--- config.mk ---
export PLATFORM = sky130hd
export DESIGN_NAME = nand_host_ctrl
export DESIGN_NICKNAME = d
export VERILOG_FILES = /design/src/rtl/nand_bus_cycle.v /design/src/rtl/nand_host_ctrl.v
export VERILOG_INCLUDE_DIRS = /design/src /design/src/rtl
export SDC_FILE = /design/constraint.sdc
export NUM_CORES = 1
export LEC_CHECK = 0
export ABC_AREA = 1
export BUFFER_PORTS_ARGS = -buffer_cell sky130_fd_sc_hd__buf_2
export CORE_ASPECT_RATIO = 0.9
export CORE_MARGIN = 2
export CORE_UTILIZATION = 30
export CTS_BUF_LIST = sky130_fd_sc_hd__clkbuf_2 sky130_fd_sc_hd__clkbuf_4 sky130_fd_sc_hd__clkbuf_8
export CTS_CLUSTER_DIAMETER = 50
export DETAILED_ROUTE_END_ITERATION = 8
export REMOVE_ABC_BUFFERS = 1
export SLEW_MARGIN = 20
export SYNTH_ARGS = -nofsm -noshare
export SYNTH_HDL_FRONTEND = slang
export SYNTH_SLANG_ARGS = --single-unit
--- constraint.sdc ---
create_clock -name sys_clk -period 5.6 [get_ports sys_clk]
set_clock_uncertainty 0.1 [all_clocks]
set_input_delay 0.28 -clock sys_clk [delete_from_list [all_inputs] [get_ports sys_clk]]
set_output_delay 0.28 -clock sys_clk [all_outputs]
set_load 0.1 [all_outputs]
--- src/rtl/nand_host_map.vh ---
`ifndef NAND_HOST_MAP_VH
`define NAND_HOST_MAP_VH

// ----------------------------------------------------------------
// Register byte offsets
// ----------------------------------------------------------------
`define REG_CTRL          5'h00
`define REG_ADDR          5'h04
`define REG_DATA          5'h08
`define REG_STAT          5'h0C
`define REG_CFG           5'h10

// ----------------------------------------------------------------
// Field positions
// ----------------------------------------------------------------
`define CTRL_OP_MSB       2
`define CTRL_CLR_ERR_BIT  8
`define CFG_WP_REL_BIT    0
`define STAT_BUSY_BIT     8
`define STAT_RB_BIT       9
`define STAT_ERR_BIT      10
`define STAT_CACHE_BIT    11
`define STAT_PAGES_LSB    12
`define SR_WRITE_UNPROT   7
`define SR_CACHE_OR_ENG   6
`define SR_ENGINE_READY   5
`define SR_PREV_FAIL      1
`define SR_OP_FAIL        0

// ----------------------------------------------------------------
// Reset values
// ----------------------------------------------------------------
`define RST_ADDR          32'h0000_0000
`define RST_STATUS        8'h00
`define RST_WP_REL        1'b0

// ----------------------------------------------------------------
// Operations written to the control register
// ----------------------------------------------------------------
`define OP_POLL           3'h0
`define OP_PROG_SETUP     3'h1
`define OP_PROG_CACHE     3'h2
`define OP_PROG_FINAL     3'h3
`define OP_PROG_FIN_CACHE 3'h4
`define OP_ERASE          3'h5
`define OP_RESET          3'h6
`define OP_STATUS         3'h7

// ----------------------------------------------------------------
// Command codes and bus cycle kinds
// ----------------------------------------------------------------
`define CMD_PROG_SETUP    8'h80
`define CMD_PROG_CONFIRM  8'h10
`define CMD_CACHE_CONFIRM 8'h15
`define CMD_ERASE_SETUP   8'h60
`define CMD_ERASE_CONFIRM 8'hD0
`define CMD_RESET         8'hFF
`define CMD_STATUS        8'h70
`define KIND_CMD          2'h0
`define KIND_ADDR         2'h1
`define KIND_DIN          2'h2
`define KIND_DOUT         2'h3

// ----------------------------------------------------------------
// Timing and limits
// ----------------------------------------------------------------
`define SYS_CLK_MHZ       40
`define T_SETUP_NS        25
`define T_PULSE_NS        50
`define T_HOLD_NS         25
`define T_WB_NS           100
`define SYNC_LAT          2
`define PAGE_BYTES        2112
`define MAX_CACHE_PAGES   64
`define ERASE_ADDR_CYC    3

`endif

--- src/rtl/nand_bus_cycle.v ---
`timescale 1ns/100ps
`include "nand_host_map.vh"

module nand_bus_cycle #(
    parameter SETUP_CYC = 1,
    parameter PULSE_CYC = 2,
    parameter HOLD_CYC  = 1,
    parameter SYNC_LAT  = 2
) (
    input  wire       sys_clk,
    input  wire       rst_b,
    input  wire       clk_en,
    input  wire       start,
    input  wire [1:0] kind,
    input  wire [7:0] wdata,
    input  wire [7:0] io_in_sync,
    output reg        done,
    output reg  [7:0] rdata,
    output reg        cle,
    output reg        ale,
    output reg        we_n,
    output reg        re_n,
    output reg  [7:0] io_out,
    output reg        io_oe
);
    // ----------------------------------------------------------------
    // Phase timing
    // ----------------------------------------------------------------
    localparam [1:0] S_IDLE  = 2'h0;
    localparam [1:0] S_SETUP = 2'h1;
    localparam [1:0] S_PULSE = 2'h2;
    localparam [1:0] S_HOLD  = 2'h3;
    localparam integer N_SETUP = SETUP_CYC - 1;
    localparam integer N_WR    = PULSE_CYC - 1;
    // Read strobe stretched so the synchronised bus has settled
    localparam integer N_RD    = PULSE_CYC + SYNC_LAT - 1;
    localparam integer N_HOLD  = HOLD_CYC - 1;

    reg [1:0] state;
    reg [7:0] cnt;
    reg       is_read;

    // ----------------------------------------------------------------
    // Sequencer
    // ----------------------------------------------------------------
    always @(posedge sys_clk or negedge rst_b) begin
        if (!rst_b) begin
            state   <= S_IDLE;
            cnt     <= 8'h00;
            is_read <= 1'b0;
            done    <= 1'b0;
            rdata   <= 8'h00;
            cle     <= 1'b0;
            ale     <= 1'b0;
            we_n    <= 1'b1;
            re_n    <= 1'b1;
            io_out  <= 8'h00;
            io_oe   <= 1'b0;
        end else if (clk_en) begin
            done <= 1'b0;
            case (state)
                S_IDLE: begin
                    if (start) begin
                        is_read <= (kind == `KIND_DOUT);
                        cle     <= (kind == `KIND_CMD);
                        ale     <= (kind == `KIND_ADDR);
                        io_out  <= wdata;
                        io_oe   <= (kind != `KIND_DOUT);
                        cnt     <= N_SETUP[7:0];
                        state   <= S_SETUP;
                    end
                end
                S_SETUP: begin
                    if (cnt != 8'h00) begin
                        cnt <= cnt - 8'h01;
                    end else begin
                        we_n  <= is_read;
                        re_n  <= ~is_read;
                        cnt   <= is_read ? N_RD[7:0] : N_WR[7:0];
                        state <= S_PULSE;
                    end
                end
                S_PULSE: begin
                    if (cnt != 8'h00) begin
                        cnt <= cnt - 8'h01;
                    end else begin
                        if (is_read) begin
                            rdata <= io_in_sync;
                        end
                        we_n  <= 1'b1;
                        re_n  <= 1'b1;
                        cnt   <= N_HOLD[7:0];
                        state <= S_HOLD;
                    end
                end
                S_HOLD: begin
                    if (cnt != 8'h00) begin
                        cnt <= cnt - 8'h01;
                    end else begin
                        cle   <= 1'b0;
                        ale   <= 1'b0;
                        io_oe <= 1'b0;
                        done  <= 1'b1;
                        state <= S_IDLE;
                    end
                end
                default: state <= S_IDLE;
            endcase
        end
    end
endmodule // nand_bus_cycle

--- src/rtl/nand_host_ctrl.v ---
// Contract
// (RQ1) Host keeps cache pages in one block
// (RQ2) Setup, four addresses, up to 2112 bytes
// (RQ3) Confirm moves cache to buffer, busy
// (RQ4) New cache command once cache empties
// (RQ5) Transfer waits for pending array program
// (RQ6) Engine ready bit tracks internal programming
// (RQ7) Previous and current page fail flags
// (RQ8) Ready/busy-only host ends with 10h
// (RQ9) Final 15h needs engine ready polling
// (RQ10) At most 64 pages per cache sequence
// (RQ11) Erase sets whole block to one
// (RQ12) Erase: setup, block addresses, confirm
// (RQ13) Erase starts at confirm write strobe
// (RQ14) Erase busy accepts only status, reset
// (RQ15) Erase end: ready, fail flag valid
// (RQ16) Reset aborts operation, clears status
// (RQ17) Reset during reset state is ignored
// (RQ18) Reset holds busy for reset time
// (RQ19) Status driven continuously after command
// (RQ20) Status mode persists until next command
// (RQ21) Top bit unprotected, bits 4-2 reserved
// (RQ22) Bit 6 cache ready or engine idle
// (RQ23) Program busy accepts only status, reset
// (RQ24) Busy low through erase until flag
`timescale 1ns/100ps
`include "nand_host_map.vh"

module nand_host_ctrl #(
    parameter PAGE_BYTES      = `PAGE_BYTES,
    parameter MAX_CACHE_PAGES = `MAX_CACHE_PAGES,
    parameter ERASE_ADDR_CYC  = `ERASE_ADDR_CYC,
    parameter BLOCK_SHIFT     = 6
) (
    input  wire        sys_clk,
    input  wire        rst_b,
    input  wire        clk_en,
    input  wire [4:0]  avs_address,
    input  wire        avs_read,
    input  wire        avs_write,
    input  wire [31:0] avs_writedata,
    output reg  [31:0] avs_readdata,
    output wire        avs_waitrequest,
    output wire        ce_n,
    output wire        cle,
    output wire        ale,
    output wire        we_n,
    output wire        re_n,
    output reg         wp_n,
    input  wire        ready_busy_output,
    input  wire [7:0]  io_in,
    output wire [7:0]  io_out,
    output wire        io_oe
);
    // ----------------------------------------------------------------
    // Timing in cycles
    // ----------------------------------------------------------------
    localparam integer RAW_SU = (`T_SETUP_NS * `SYS_CLK_MHZ + 999) / 1000;
    localparam integer RAW_PW = (`T_PULSE_NS * `SYS_CLK_MHZ + 999) / 1000;
    localparam integer RAW_HD = (`T_HOLD_NS * `SYS_CLK_MHZ + 999) / 1000;
    localparam integer RAW_WB = (`T_WB_NS * `SYS_CLK_MHZ + 999) / 1000;
    localparam integer SU_CYC = (RAW_SU < 1) ? 1 : RAW_SU;
    localparam integer PW_CYC = (RAW_PW < 1) ? 1 : RAW_PW;
    localparam integer HD_CYC = (RAW_HD < 1) ? 1 : RAW_HD;
    // Busy may rise late; ignore the pin until it surely has
    localparam integer WB_CYC = RAW_WB + `SYNC_LAT;
    localparam integer PAGE_MAX  = PAGE_BYTES;
    localparam integer PAGES_MAX = MAX_CACHE_PAGES;
    localparam integer ER_CYC    = ERASE_ADDR_CYC;

    localparam [2:0] M_IDLE = 3'h0;
    localparam [2:0] M_CYC  = 3'h1;
    localparam [2:0] M_WAIT = 3'h2;
    localparam [2:0] M_TWB  = 3'h3;
    localparam [2:0] M_RB   = 3'h4;
    localparam [2:0] M_DATA = 3'h5;

    reg  [2:0]  state;
    reg  [2:0]  op_r;
    reg  [2:0]  step;
    reg  [7:0]  wb_cnt;
    reg  [31:0] addr;
    reg  [7:0]  status_byte;
    reg         seq_err;
    reg         in_cache;
    reg         prog_open;
    reg  [6:0]  pages;
    reg  [11:0] data_cnt;
    reg  [15:0] first_block_row;
    reg  [7:0]  din_byte;
    reg         rd_ack;
    reg  [1:0]  rb_meta;
    reg  [7:0]  io_s1;
    reg  [7:0]  io_s2;
    reg         cyc_start;
    reg  [1:0]  st_kind;
    reg  [7:0]  st_byte;
    reg         st_last;
    wire        cyc_done;
    wire [7:0]  cyc_rdata;
    wire        rb_sync;
    wire        idle;
    wire        wr_ctrl;
    wire        wr_data;
    wire        wr_take;
    wire [2:0]  new_op;
    wire        block_differs;
    wire        refuse_op;
    wire        refuse_data;
    wire        clr_err;
    wire        set_err;

    // ----------------------------------------------------------------
    // Pin synchronisers
    // ----------------------------------------------------------------
    always @(posedge sys_clk or negedge rst_b) begin
        if (!rst_b) begin
            rb_meta  <= 2'h0;
            io_s1    <= 8'h00;
            io_s2    <= 8'h00;
        end else if (clk_en) begin
            rb_meta <= {rb_meta[0], ready_busy_output};
            io_s1   <= io_in;
            io_s2   <= io_s1;
        end
    end
    assign rb_sync = rb_meta[1];

    // ----------------------------------------------------------------
    // Avalon slave
    // ----------------------------------------------------------------
    assign idle    = (state == M_IDLE);
    assign wr_ctrl = avs_write && (avs_address == `REG_CTRL);
    assign wr_data = avs_write && (avs_address == `REG_DATA);
    // Ops and data stall the master until the engine is free
    assign wr_take = clk_en && avs_write && (idle || !(wr_ctrl || wr_data));
    assign avs_waitrequest = (avs_read && !rd_ack) ||
                             (avs_write && !wr_take);
    assign new_op  = avs_writedata[`CTRL_OP_MSB:0];
    assign clr_err = wr_take && wr_ctrl &&
                     avs_writedata[`CTRL_CLR_ERR_BIT];

    assign block_differs = (addr[31:16+BLOCK_SHIFT] !=
                            first_block_row[15:BLOCK_SHIFT]);
    assign refuse_op =
        ((new_op == `OP_PROG_SETUP) && in_cache &&
         (block_differs ||                                  // RQ1
          pages >= PAGES_MAX)) ||                           // RQ10
        ((new_op == `OP_PROG_CACHE || new_op == `OP_PROG_FINAL ||
          new_op == `OP_PROG_FIN_CACHE) && !prog_open);
    assign refuse_data = !prog_open || (data_cnt >= PAGE_MAX); // RQ2
    assign set_err = wr_take && ((wr_ctrl && new_op != `OP_POLL &&
                     refuse_op) || (wr_data && refuse_data));

    always @(posedge sys_clk or negedge rst_b) begin
        if (!rst_b) begin
            rd_ack       <= 1'b0;
            avs_readdata <= 32'h0000_0000;
            addr         <= `RST_ADDR;
            wp_n         <= `RST_WP_REL;
            seq_err      <= 1'b0;
        end else if (clk_en) begin
            rd_ack <= avs_read && !rd_ack;
            if (avs_read && !rd_ack) begin
                case (avs_address)
                    `REG_ADDR: avs_readdata <= addr;
                    `REG_STAT: avs_readdata <= {13'h0000, pages, in_cache,
                                   seq_err, rb_sync, !idle, status_byte};
                    `REG_CFG:  avs_readdata <= {31'h0000_0000, wp_n};
                    default:   avs_readdata <= 32'h0000_0000;
                endcase
            end
            if (wr_take && avs_address == `REG_ADDR) begin
                addr <= avs_writedata;
            end
            if (wr_take && avs_address == `REG_CFG) begin
                wp_n <= avs_writedata[`CFG_WP_REL_BIT];
            end
            // Hardware set beats software clear
            if (set_err) begin
                seq_err <= 1'b1;
            end else if (clr_err) begin
                seq_err <= 1'b0;
            end
        end
    end

    // ----------------------------------------------------------------
    // Step table
    // ----------------------------------------------------------------
    always @* begin
        st_kind = `KIND_CMD;
        st_byte = 8'h00;
        st_last = 1'b0;
        case (op_r)
            `OP_PROG_SETUP: begin
                st_kind = (step == 3'h0) ? `KIND_CMD : `KIND_ADDR;
                st_last = (step == 3'h4);                      // RQ2
                case (step)
                    3'h0:    st_byte = `CMD_PROG_SETUP;
                    3'h1:    st_byte = addr[7:0];
                    3'h2:    st_byte = addr[15:8];
                    3'h3:    st_byte = addr[23:16];
                    default: st_byte = addr[31:24];
                endcase
            end
            `OP_PROG_CACHE, `OP_PROG_FIN_CACHE: begin
                st_byte = `CMD_CACHE_CONFIRM;                  // RQ9
                st_last = 1'b1;
            end
            `OP_PROG_FINAL: begin
                st_byte = `CMD_PROG_CONFIRM;                   // RQ8
                st_last = 1'b1;
            end
            `OP_ERASE: begin
                st_kind = (step == 3'h0 || step > ER_CYC) ?
                          `KIND_CMD : `KIND_ADDR;
                st_last = (step > ER_CYC);                     // RQ12
                if (step == 3'h0) begin
                    st_byte = `CMD_ERASE_SETUP;
                end else if (step > ER_CYC) begin
                    st_byte = `CMD_ERASE_CONFIRM;              // RQ13
                end else if (step == 3'h1) begin
                    st_byte = addr[23:16];
                end else if (step == 3'h2) begin
                    st_byte = addr[31:24];
                end else begin
                    st_byte = 8'h00;
                end
            end
            `OP_RESET: begin
                st_byte = `CMD_RESET;                          // RQ16
                st_last = 1'b1;
            end
            default: begin
                // Status and poll: command then one read
                st_kind = (step == 3'h0) ? `KIND_CMD : `KIND_DOUT;
                st_byte = `CMD_STATUS;                         // RQ19
                st_last = (step != 3'h0);
            end
        endcase
    end

    // ----------------------------------------------------------------
    // Operation sequencer
    // ----------------------------------------------------------------
    always @(posedge sys_clk or negedge rst_b) begin
        if (!rst_b) begin
            state           <= M_IDLE;
            op_r            <= `OP_STATUS;
            step            <= 3'h0;
            wb_cnt          <= 8'h00;
            status_byte     <= `RST_STATUS;
            in_cache        <= 1'b0;
            prog_open       <= 1'b0;
            pages           <= 7'h00;
            data_cnt        <= 12'h000;
            first_block_row <= 16'h0000;
            din_byte        <= 8'h00;
            cyc_start       <= 1'b0;
        end else if (clk_en) begin
            cyc_start <= 1'b0;
            case (state)
                M_IDLE: begin
                    if (wr_take && wr_ctrl && new_op != `OP_POLL &&
                        !refuse_op) begin
                        op_r  <= new_op;
                        step  <= 3'h0;
                        state <= M_CYC;
                        if (new_op == `OP_PROG_SETUP) begin
                            prog_open <= 1'b1;
                            data_cnt  <= 12'h000;
                            if (!in_cache) begin
                                first_block_row <= addr[31:16];
                            end
                        end
                    end else if (wr_take && wr_data && !refuse_data) begin
                        din_byte  <= avs_writedata[7:0];
                        data_cnt  <= data_cnt + 12'h001;
                        cyc_start <= 1'b1;
                        state     <= M_DATA;
                    end
                end
                M_DATA: begin
                    if (cyc_done) begin
                        state <= M_IDLE;
                    end
                end
                M_CYC: begin
                    cyc_start <= 1'b1;
                    state     <= M_WAIT;
                end
                M_WAIT: begin
                    if (cyc_done && !st_last) begin
                        step  <= step + 3'h1;
                        state <= M_CYC;
                    end else if (cyc_done) begin
                        if (st_kind == `KIND_DOUT) begin
                            status_byte <= cyc_rdata;          // RQ7
                        end
                        wb_cnt <= WB_CYC[7:0];
                        case (op_r)
                            `OP_PROG_SETUP: state <= M_IDLE;
                            `OP_STATUS:     state <= M_IDLE;
                            `OP_PROG_FIN_CACHE: begin
                                op_r      <= `OP_POLL;
                                step      <= 3'h0;
                                prog_open <= 1'b0;
                                in_cache  <= 1'b0;
                                pages     <= 7'h00;
                                state     <= M_CYC;
                            end
                            `OP_POLL: begin
                                // Stay in status mode, re-read only
                                if (!cyc_rdata[`SR_ENGINE_READY]) begin
                                    step  <= 3'h1;             // RQ20
                                    state <= M_CYC;            // RQ9
                                end else begin
                                    state <= M_IDLE;           // RQ6
                                end
                            end
                            default: begin
                                prog_open <= 1'b0;
                                if (op_r == `OP_PROG_CACHE) begin
                                    in_cache <= 1'b1;
                                    pages    <= pages + 7'h01;
                                end else begin
                                    in_cache <= 1'b0;
                                    pages    <= 7'h00;
                                end
                                state <= M_TWB;
                            end
                        endcase
                    end
                end
                M_TWB: begin
                    if (wb_cnt != 8'h00) begin
                        wb_cnt <= wb_cnt - 8'h01;
                    end else begin
                        state <= M_RB;
                    end
                end
                M_RB: begin
                    // No command while busy; ready means cache emptied
                    if (rb_sync) begin                         // RQ23
                        if (op_r == `OP_PROG_FINAL ||
                            op_r == `OP_ERASE) begin           // RQ14
                            op_r  <= `OP_STATUS;               // RQ15
                            step  <= 3'h0;
                            state <= M_CYC;
                        end else begin
                            state <= M_IDLE;                   // RQ4
                        end
                    end
                end
                default: state <= M_IDLE;
            endcase
        end
    end

    // ----------------------------------------------------------------
    // Pin cycle engine
    // ----------------------------------------------------------------
    assign ce_n = idle;

    nand_bus_cycle #(
        .SETUP_CYC (SU_CYC),
        .PULSE_CYC (PW_CYC),
        .HOLD_CYC  (HD_CYC),
        .SYNC_LAT  (`SYNC_LAT)
    ) u_cycle (
        .sys_clk    (sys_clk),
        .rst_b      (rst_b),
        .clk_en     (clk_en),
        .start      (cyc_start),
        .kind       ((state == M_DATA) ? `KIND_DIN : st_kind),
        .wdata      ((state == M_DATA) ? din_byte : st_byte),
        .io_in_sync (io_s2),
        .done       (cyc_done),
        .rdata      (cyc_rdata),
        .cle        (cle),
        .ale        (ale),
        .we_n       (we_n),
        .re_n       (re_n),
        .io_out     (io_out),
        .io_oe      (io_oe)
    );
endmodule // nand_host_ctrl

Word-level counts from Yosys, hierarchy flattened

Cells that the tools add are included.

Add/sub/neg operators: 5
Magnitude comparators: 3
Equal/unequal tests: 53
Multiplexer cells: 87
Bitwise operators: 6
Reductions and logical operators: 82

Operator list:

| operator                | count |
|---|---|
| $mux W8                 | 12 |
| $pmux W32 S3            | 1 |
| $pmux W8 S4             | 2 |
| $mux W3                 | 19 |
| $pmux W8 S5             | 1 |
| $mux W12                | 3 |
| $reduce_and A5 Y1       | 5 |
| $eq A3 B2 Y1 const B    | 8 |
| $eq A3 B3 Y1 const B    | 8 |
| $ne A2 B2 Y1 const B    | 12 |
| $mux W1                 | 23 |
| $logic_and A1 B1 Y1     | 22 |
| $reduce_and A4 Y1       | 5 |
| $pmux W3 S3             | 2 |
| $pmux W3 S6             | 1 |
| $pmux W1 S2             | 8 |
| $pmux W8 S2             | 1 |
| $reduce_and A8 Y1       | 2 |
| $reduce_bool A8 Y1      | 2 |
| $sub A8 B1 Y8 const B   | 2 |
| $mux W2                 | 7 |
| $pmux W7 S2             | 1 |
| $add A12 B1 Y12 const B | 1 |
| $eq A3 B1 Y1 const B    | 4 |
| 35 further kinds        | 84 |

Bits in registers: 189
Input port bits: 51
Output and inout bits: 48
Word-level logic and storage cells: 267

Logic depth before layout (Yosys ltp)

Depth in word-level cells: 11
Depth in mapped cells: 14
Depth with buffers taken out: 14

Cells and area by module

Synthesis repeated with hierarchy kept, for this count alone.

Cells, all modules: 1,191
Area total of the unflattened synthesis: 9,512.9 sq um

Modules (own cells, without submodules):

| module         | instances | cells an instance | area an instance (sq um) | sequential area each (sq um) |
|---|---|---|---|---|
| nand_host_ctrl | 1         | 985               | 7,827.5                  | 3,757.4 |
| nand_bus_cycle | 1         | 206               | 1,685.4                  | 828.3 |

Worst setup path after synthesis

No wires, ideal clock.

Path type: reg2out
Start point: reg state[2]
End point: out avs_waitrequest
Arrival: 2.310 ns
Data required time: 5.220 ns
Path slack: 2.910 ns
Cell stages (with the launch flop): 7
Buffers on the path: 0
Cells stage by stage: dfrtp_1 inv_2 nand2_2 nand4_2 nand2_2 inv_2 o22ai_1

Cells in the longest elaborated chain, start to end: 6

RTL lines:

| what                   | line                 | text |
|---|---|---|
| start, declared        | nand_host_ctrl.v:78  | `reg [2:0] state;` |
| start signal, assigned | nand_host_ctrl.v:249 | `state <= M_IDLE;` |
| start signal, assigned | nand_host_ctrl.v:269 | `state <= M_CYC;` |
| start signal, assigned | nand_host_ctrl.v:281 | `state <= M_DATA;` |
| $logic_not A3 Y1       | nand_host_ctrl.v:132 | `assign idle = (state == M_IDLE);` |
| $logic_or A1 B1 Y1     | nand_host_ctrl.v:136 | `assign wr_take = clk_en && avs_write && (idle \|\| !(wr_ctrl \|\| wr_data));` |
| $logic_and A1 B1 Y1    | nand_host_ctrl.v:136 |  |
| $logic_not A1 Y1       | nand_host_ctrl.v:138 | `(avs_write && !wr_take);` |
| $logic_and A1 B1 Y1    | nand_host_ctrl.v:138 |  |
| $logic_or A1 B1 Y1     | nand_host_ctrl.v:137 | `assign avs_waitrequest = (avs_read && !rd_ack) \|\|` |
| end, declared          | nand_host_ctrl.v:43  | `output wire avs_waitrequest,` |

Every way passes these cells.

Final worst setup path

Start point: reg state[1]
End point: reg data_cnt[6]

Cells in the longest elaborated chain, start to end: 8
Elaborated cells on any way between the ends: 12
Classes of those cells: eq/ne: 1; mux: 1; reduce/logical: 10

RTL lines:

| what                                                                | line                                       | text |
|---|---|---|
| $logic_not A3 Y1 *                                                  | nand_host_ctrl.v:132, nand_host_ctrl.v:263 |  |
| $logic_or A1 B1 Y1                                                  | nand_host_ctrl.v:136                       |  |
| $logic_and A1 B1 Y1                                                 | nand_host_ctrl.v:136                       |  |
| $logic_and A1 B1 Y1                                                 | nand_host_ctrl.v:265                       | `` if (wr_take && wr_ctrl && new_op != `OP_POLL && `` |
| $logic_and A1 B1 Y1 (no source line)                                | --                                         |  |
| $logic_and A1 B1 Y1                                                 | nand_host_ctrl.v:265                       |  |
| $ne A2 B1 Y1 (no source line) or $reduce_bool A2 Y1 (tied branches) | --                                         |  |
| $reduce_and A4 Y1 (no source line)                                  | --                                         |  |
| end signal, assigned                                                | nand_host_ctrl.v:279                       | `data_cnt <= data_cnt + 12'h001;` |
| end, declared                                                       | nand_host_ctrl.v:88                        | `reg [11:0] data_cnt;` |

Mark *: on every way between the ends. The rest lies on a longest branch, timed or not.
A chain may end at the register's enable or synchronous reset.

==> results.toml <==
[run_status]
outcome = "complete, no violations"

[global_routing]
grt_max_degree = 184
antenna_found_initial = 0
gr-total-overflow = 0
grt_pass1_wl_um = 40070
grtUsageTotal = 0.1562
grt_pass1_vias = 7637

[clock_tree]
cts.sinks = 183
clockBufferDepth = 2
clock_latency_ps = 480
numCtsBuffers = 17
hold_buffers = 40
cts_tree = "done"
clk_pin_slew_ps = 100
htree_levels = 4
cts-root-buf = "clkbuf_8"
cts_setup_buffers = 0
cts_resized = 0

[timing]
setup_ws_ps = 2831
finalSetupTns_ps = 0
layout_min_cycle_time_ps = 2769
hold_violations = 0
tightest_slew_ps = 1088
slew_headroom = 0.2736
finalMaxSlewViolations = 0
setup_viol = 0
period_share = 0.4944
fmax_mhz = 361.2
holdWs_ps = 39.49
rsz0062_at_grt = "no"

[route]
drtAntennaViolNets = 0
wirelength_um = 24550
drtPass1Iterations = 7
vias = 8041
drt_drc_violations_left = 0
viasPerCell = 4.667
drt_iter0_markers = 524
wl_per_cell_um = 14.25

[logic_synthesis]
synth_largest_area_cell = "dfrtp_1"
syn_area_per_cell_sq_um = 8.021
async_flop_share = 1.000
synth-main-ff-cell = "dfrtp_1"
synth_top_area_frac = 0.4750
synth_cell_types = 51
synth_warnings = 0
ys_ff_latch = 183
syn_area_sq_mm = 0.009376
synth_cells = 1169
synthTopCellsByArea = "dfrtp_1 48%, nand2_1 14%, o21ai_0 6.0%"
synth_edf_count = 0
ys_seq_area_frac = 0.4891

[die]
fp.dieW_um = 190.4
dieArea_sq_mm = 0.03269
ioPinCount = 99
rows = 61
start_util = 0.3041
die_y_um = 171.7
core_sq_mm = 0.03083

[setup_path]
start_kind = "flop"
worstSetupPathType = "reg -> reg"
slowest_stage = "nor2_2"
cp.arrival_ps = 3070
path_cells = "nor2_4 > nand2_2 > nand4_2 > nand2_2 > inv_2 > nand4_2 > nor2_2 > inv_2 > nand2_1 > nand2_1 > nand2_1"
cpPeakStageDelay_ps = 610
worst_setup_path_end_kind = "flop"
cp_max_fo = 20
path_buf_inv = 2
cp_top_family = "simple AND/OR/NAND/NOR gates"
crit_required_ps = 5900
path_common_cell = "nand2_1"

[cells_and_area]
fillers = 3231
final_cells = 1723
multi_input_area_sq_mm = 0.004030
antenna-diode-count = 0
drive_gt1_frac = 0.1575
synthToLayoutAreaGrowth_pct = 18.90
finalNetCount = 1367
ff_latch_area_sq_mm = 0.004586

[pwr]
p_seq_frac = 0.396
pwr_density_cell_mw_per_mm2 = 385.2
p_sw_frac = 0.4361
internal_power_mw = 2.422
ir_drop_v = 0.0001631
p_leak_nw = 5.551
clockPowerShare = 0.228
p_comb_frac = 0.376
netSwitchingPower_mw = 1.873
finalPower_mw = 4.295

[placed_design]
dpl.hpwl_um = 17900
io_buffers = 98
dp_worst_setup_slack_ps = 2674
gp_congestion = 0.8720
dpl.cell_count = 1649

[min_path]
hp-class = "in -> reg"

[job]
drv_cap = 0
==> worst register-to-register path: cells and delay by family, from the launching register on <==
| kind | cells | cell delay, ps |
|---|---|---|
| simple gates | 9 | 1680 |
| flops | 1 | 480 |
| buf+inv | 2 | 430 |
==> power groups by stage <==
stage / sequential (mW) / clock (mW) / combinational, mW
after floorplan: 2.07 / 0 / 0.833
after global placement: 1.73 / 0 / 1.57
after detailed placement: 1.73 / 0 / 1.59
after CTS: 1.70 / 1.01 / 1.62
after global routing: 1.73 / 1.06 / 1.78
final: 1.70 / 0.978 / 1.61
==> through the flow <==
step	util	instance area, sq um
after floorplan	-	9209
after global placement	0.3331	10270
after detailed placement	0.3331	10270
after CTS	0.3600	11100
after global routing	0.3615	11150
final	0.3615	11150
==> state kept, by name, summed over array words and instances (netlist names), 3 cells and up <==
signal and cells:
addr 32, avs_readdata 32, data_cnt 12, first_block_row 10, din_byte 8, io_s1 8, io_s2 8, status_byte 8
u_cycle.cnt 8, u_cycle.io_out 8, u_cycle.rdata 8, wb_cnt 8, pages 7, op_r 3, state 3, step 3
==> metal layers <==
metal,share of wire,global-route usage,up-vias
met5,0,0,-
met1,0.50,0.2241,3741
met2,0.43,0.2372,216
li1,-,-,4054
met4,0.017,0.04820,0
met3,0.055,0.02979,30
==> Yosys cell counts, drive strengths merged, types with 13 or more instances <==
library cell	count
a21oi	25
buf	18
clkbuf	14
dfrtp	178
ha	15
inv	158
nand2	365
nand3	69
nand4	17
nor2	72
nor3	13
o21ai	138
o22ai	16
o31ai	17
==> final timing paths <==
check / from / to / slack [ps] / cells past startpoint
worst max-delay path: state[1] / data_cnt[6] / 2830 / 11
worst min-delay path: avs_writedata[2] / addr[2] / 40 / 3
worst max register to register: state[1] / data_cnt[6] / 2830 / 11
worst min register to register: din_byte[6] / din_byte[6] / 380 / 2
max in group asynchronous: rst_b / addr[7] / 4250 / 4
min in group asynchronous: rst_b / avs_readdata[20] / 250 / 3
==> area by class of cell <==
class | count | share of cell area
multi-input cells | 796 | 0.3615
clock buffers | 19 | 0.02346
well taps | 409 | 0.04590
repair buffers | 145 | 0.08923
flip-flops and latches | 183 | 0.4113
inverters | 158 | 0.05365
clock inverters | 13 | 0.01493
==> logic make-up after synthesis <==
logic type | count (synthesis) | share of synthesized area
compound gates | 216 | 0.1350
buf+inv | 190 | 0.08166
flops | 183 | 0.4891
simple gates | 543 | 0.2518
mux | 7 | 0.008407
xor+xnor | 15 | 0.01401
fa+ha+maj | 15 | 0.02002
==> cells in the final DEF (no fill, tap or decap), types with 5 or more instances in the layout <==
cell / netlist / layout
nor2_1: 61 / 61
inv_2: 8 / 8
o21ai_2: 11 / 11
nand2_1: 359 / 359
nand3_2: 7 / 7
xor2_1: 9 / 9
xnor2_1: 6 / 6
o21ai_0: 113 / 113
mux2_2: 7 / 7
ha_1: 15 / 15
o31ai_1: 17 / 17
o21ai_1: 14 / 14
nand3_1: 61 / 61
buf_2: 8 / 97
nor3_1: 9 / 9
dfrtp_1: 178 / 178
dlygate4sd3_1: 0 / 40
inv_1: 148 / 148
a21oi_1: 22 / 22
o22ai_1: 16 / 16
clkbuf_8: 0 / 19
nor2_2: 8 / 7
nand4_1: 14 / 14
nand2_2: 5 / 5
dfstp_2: 5 / 5
No activity file was read; power rests on OpenSTA's default activity.
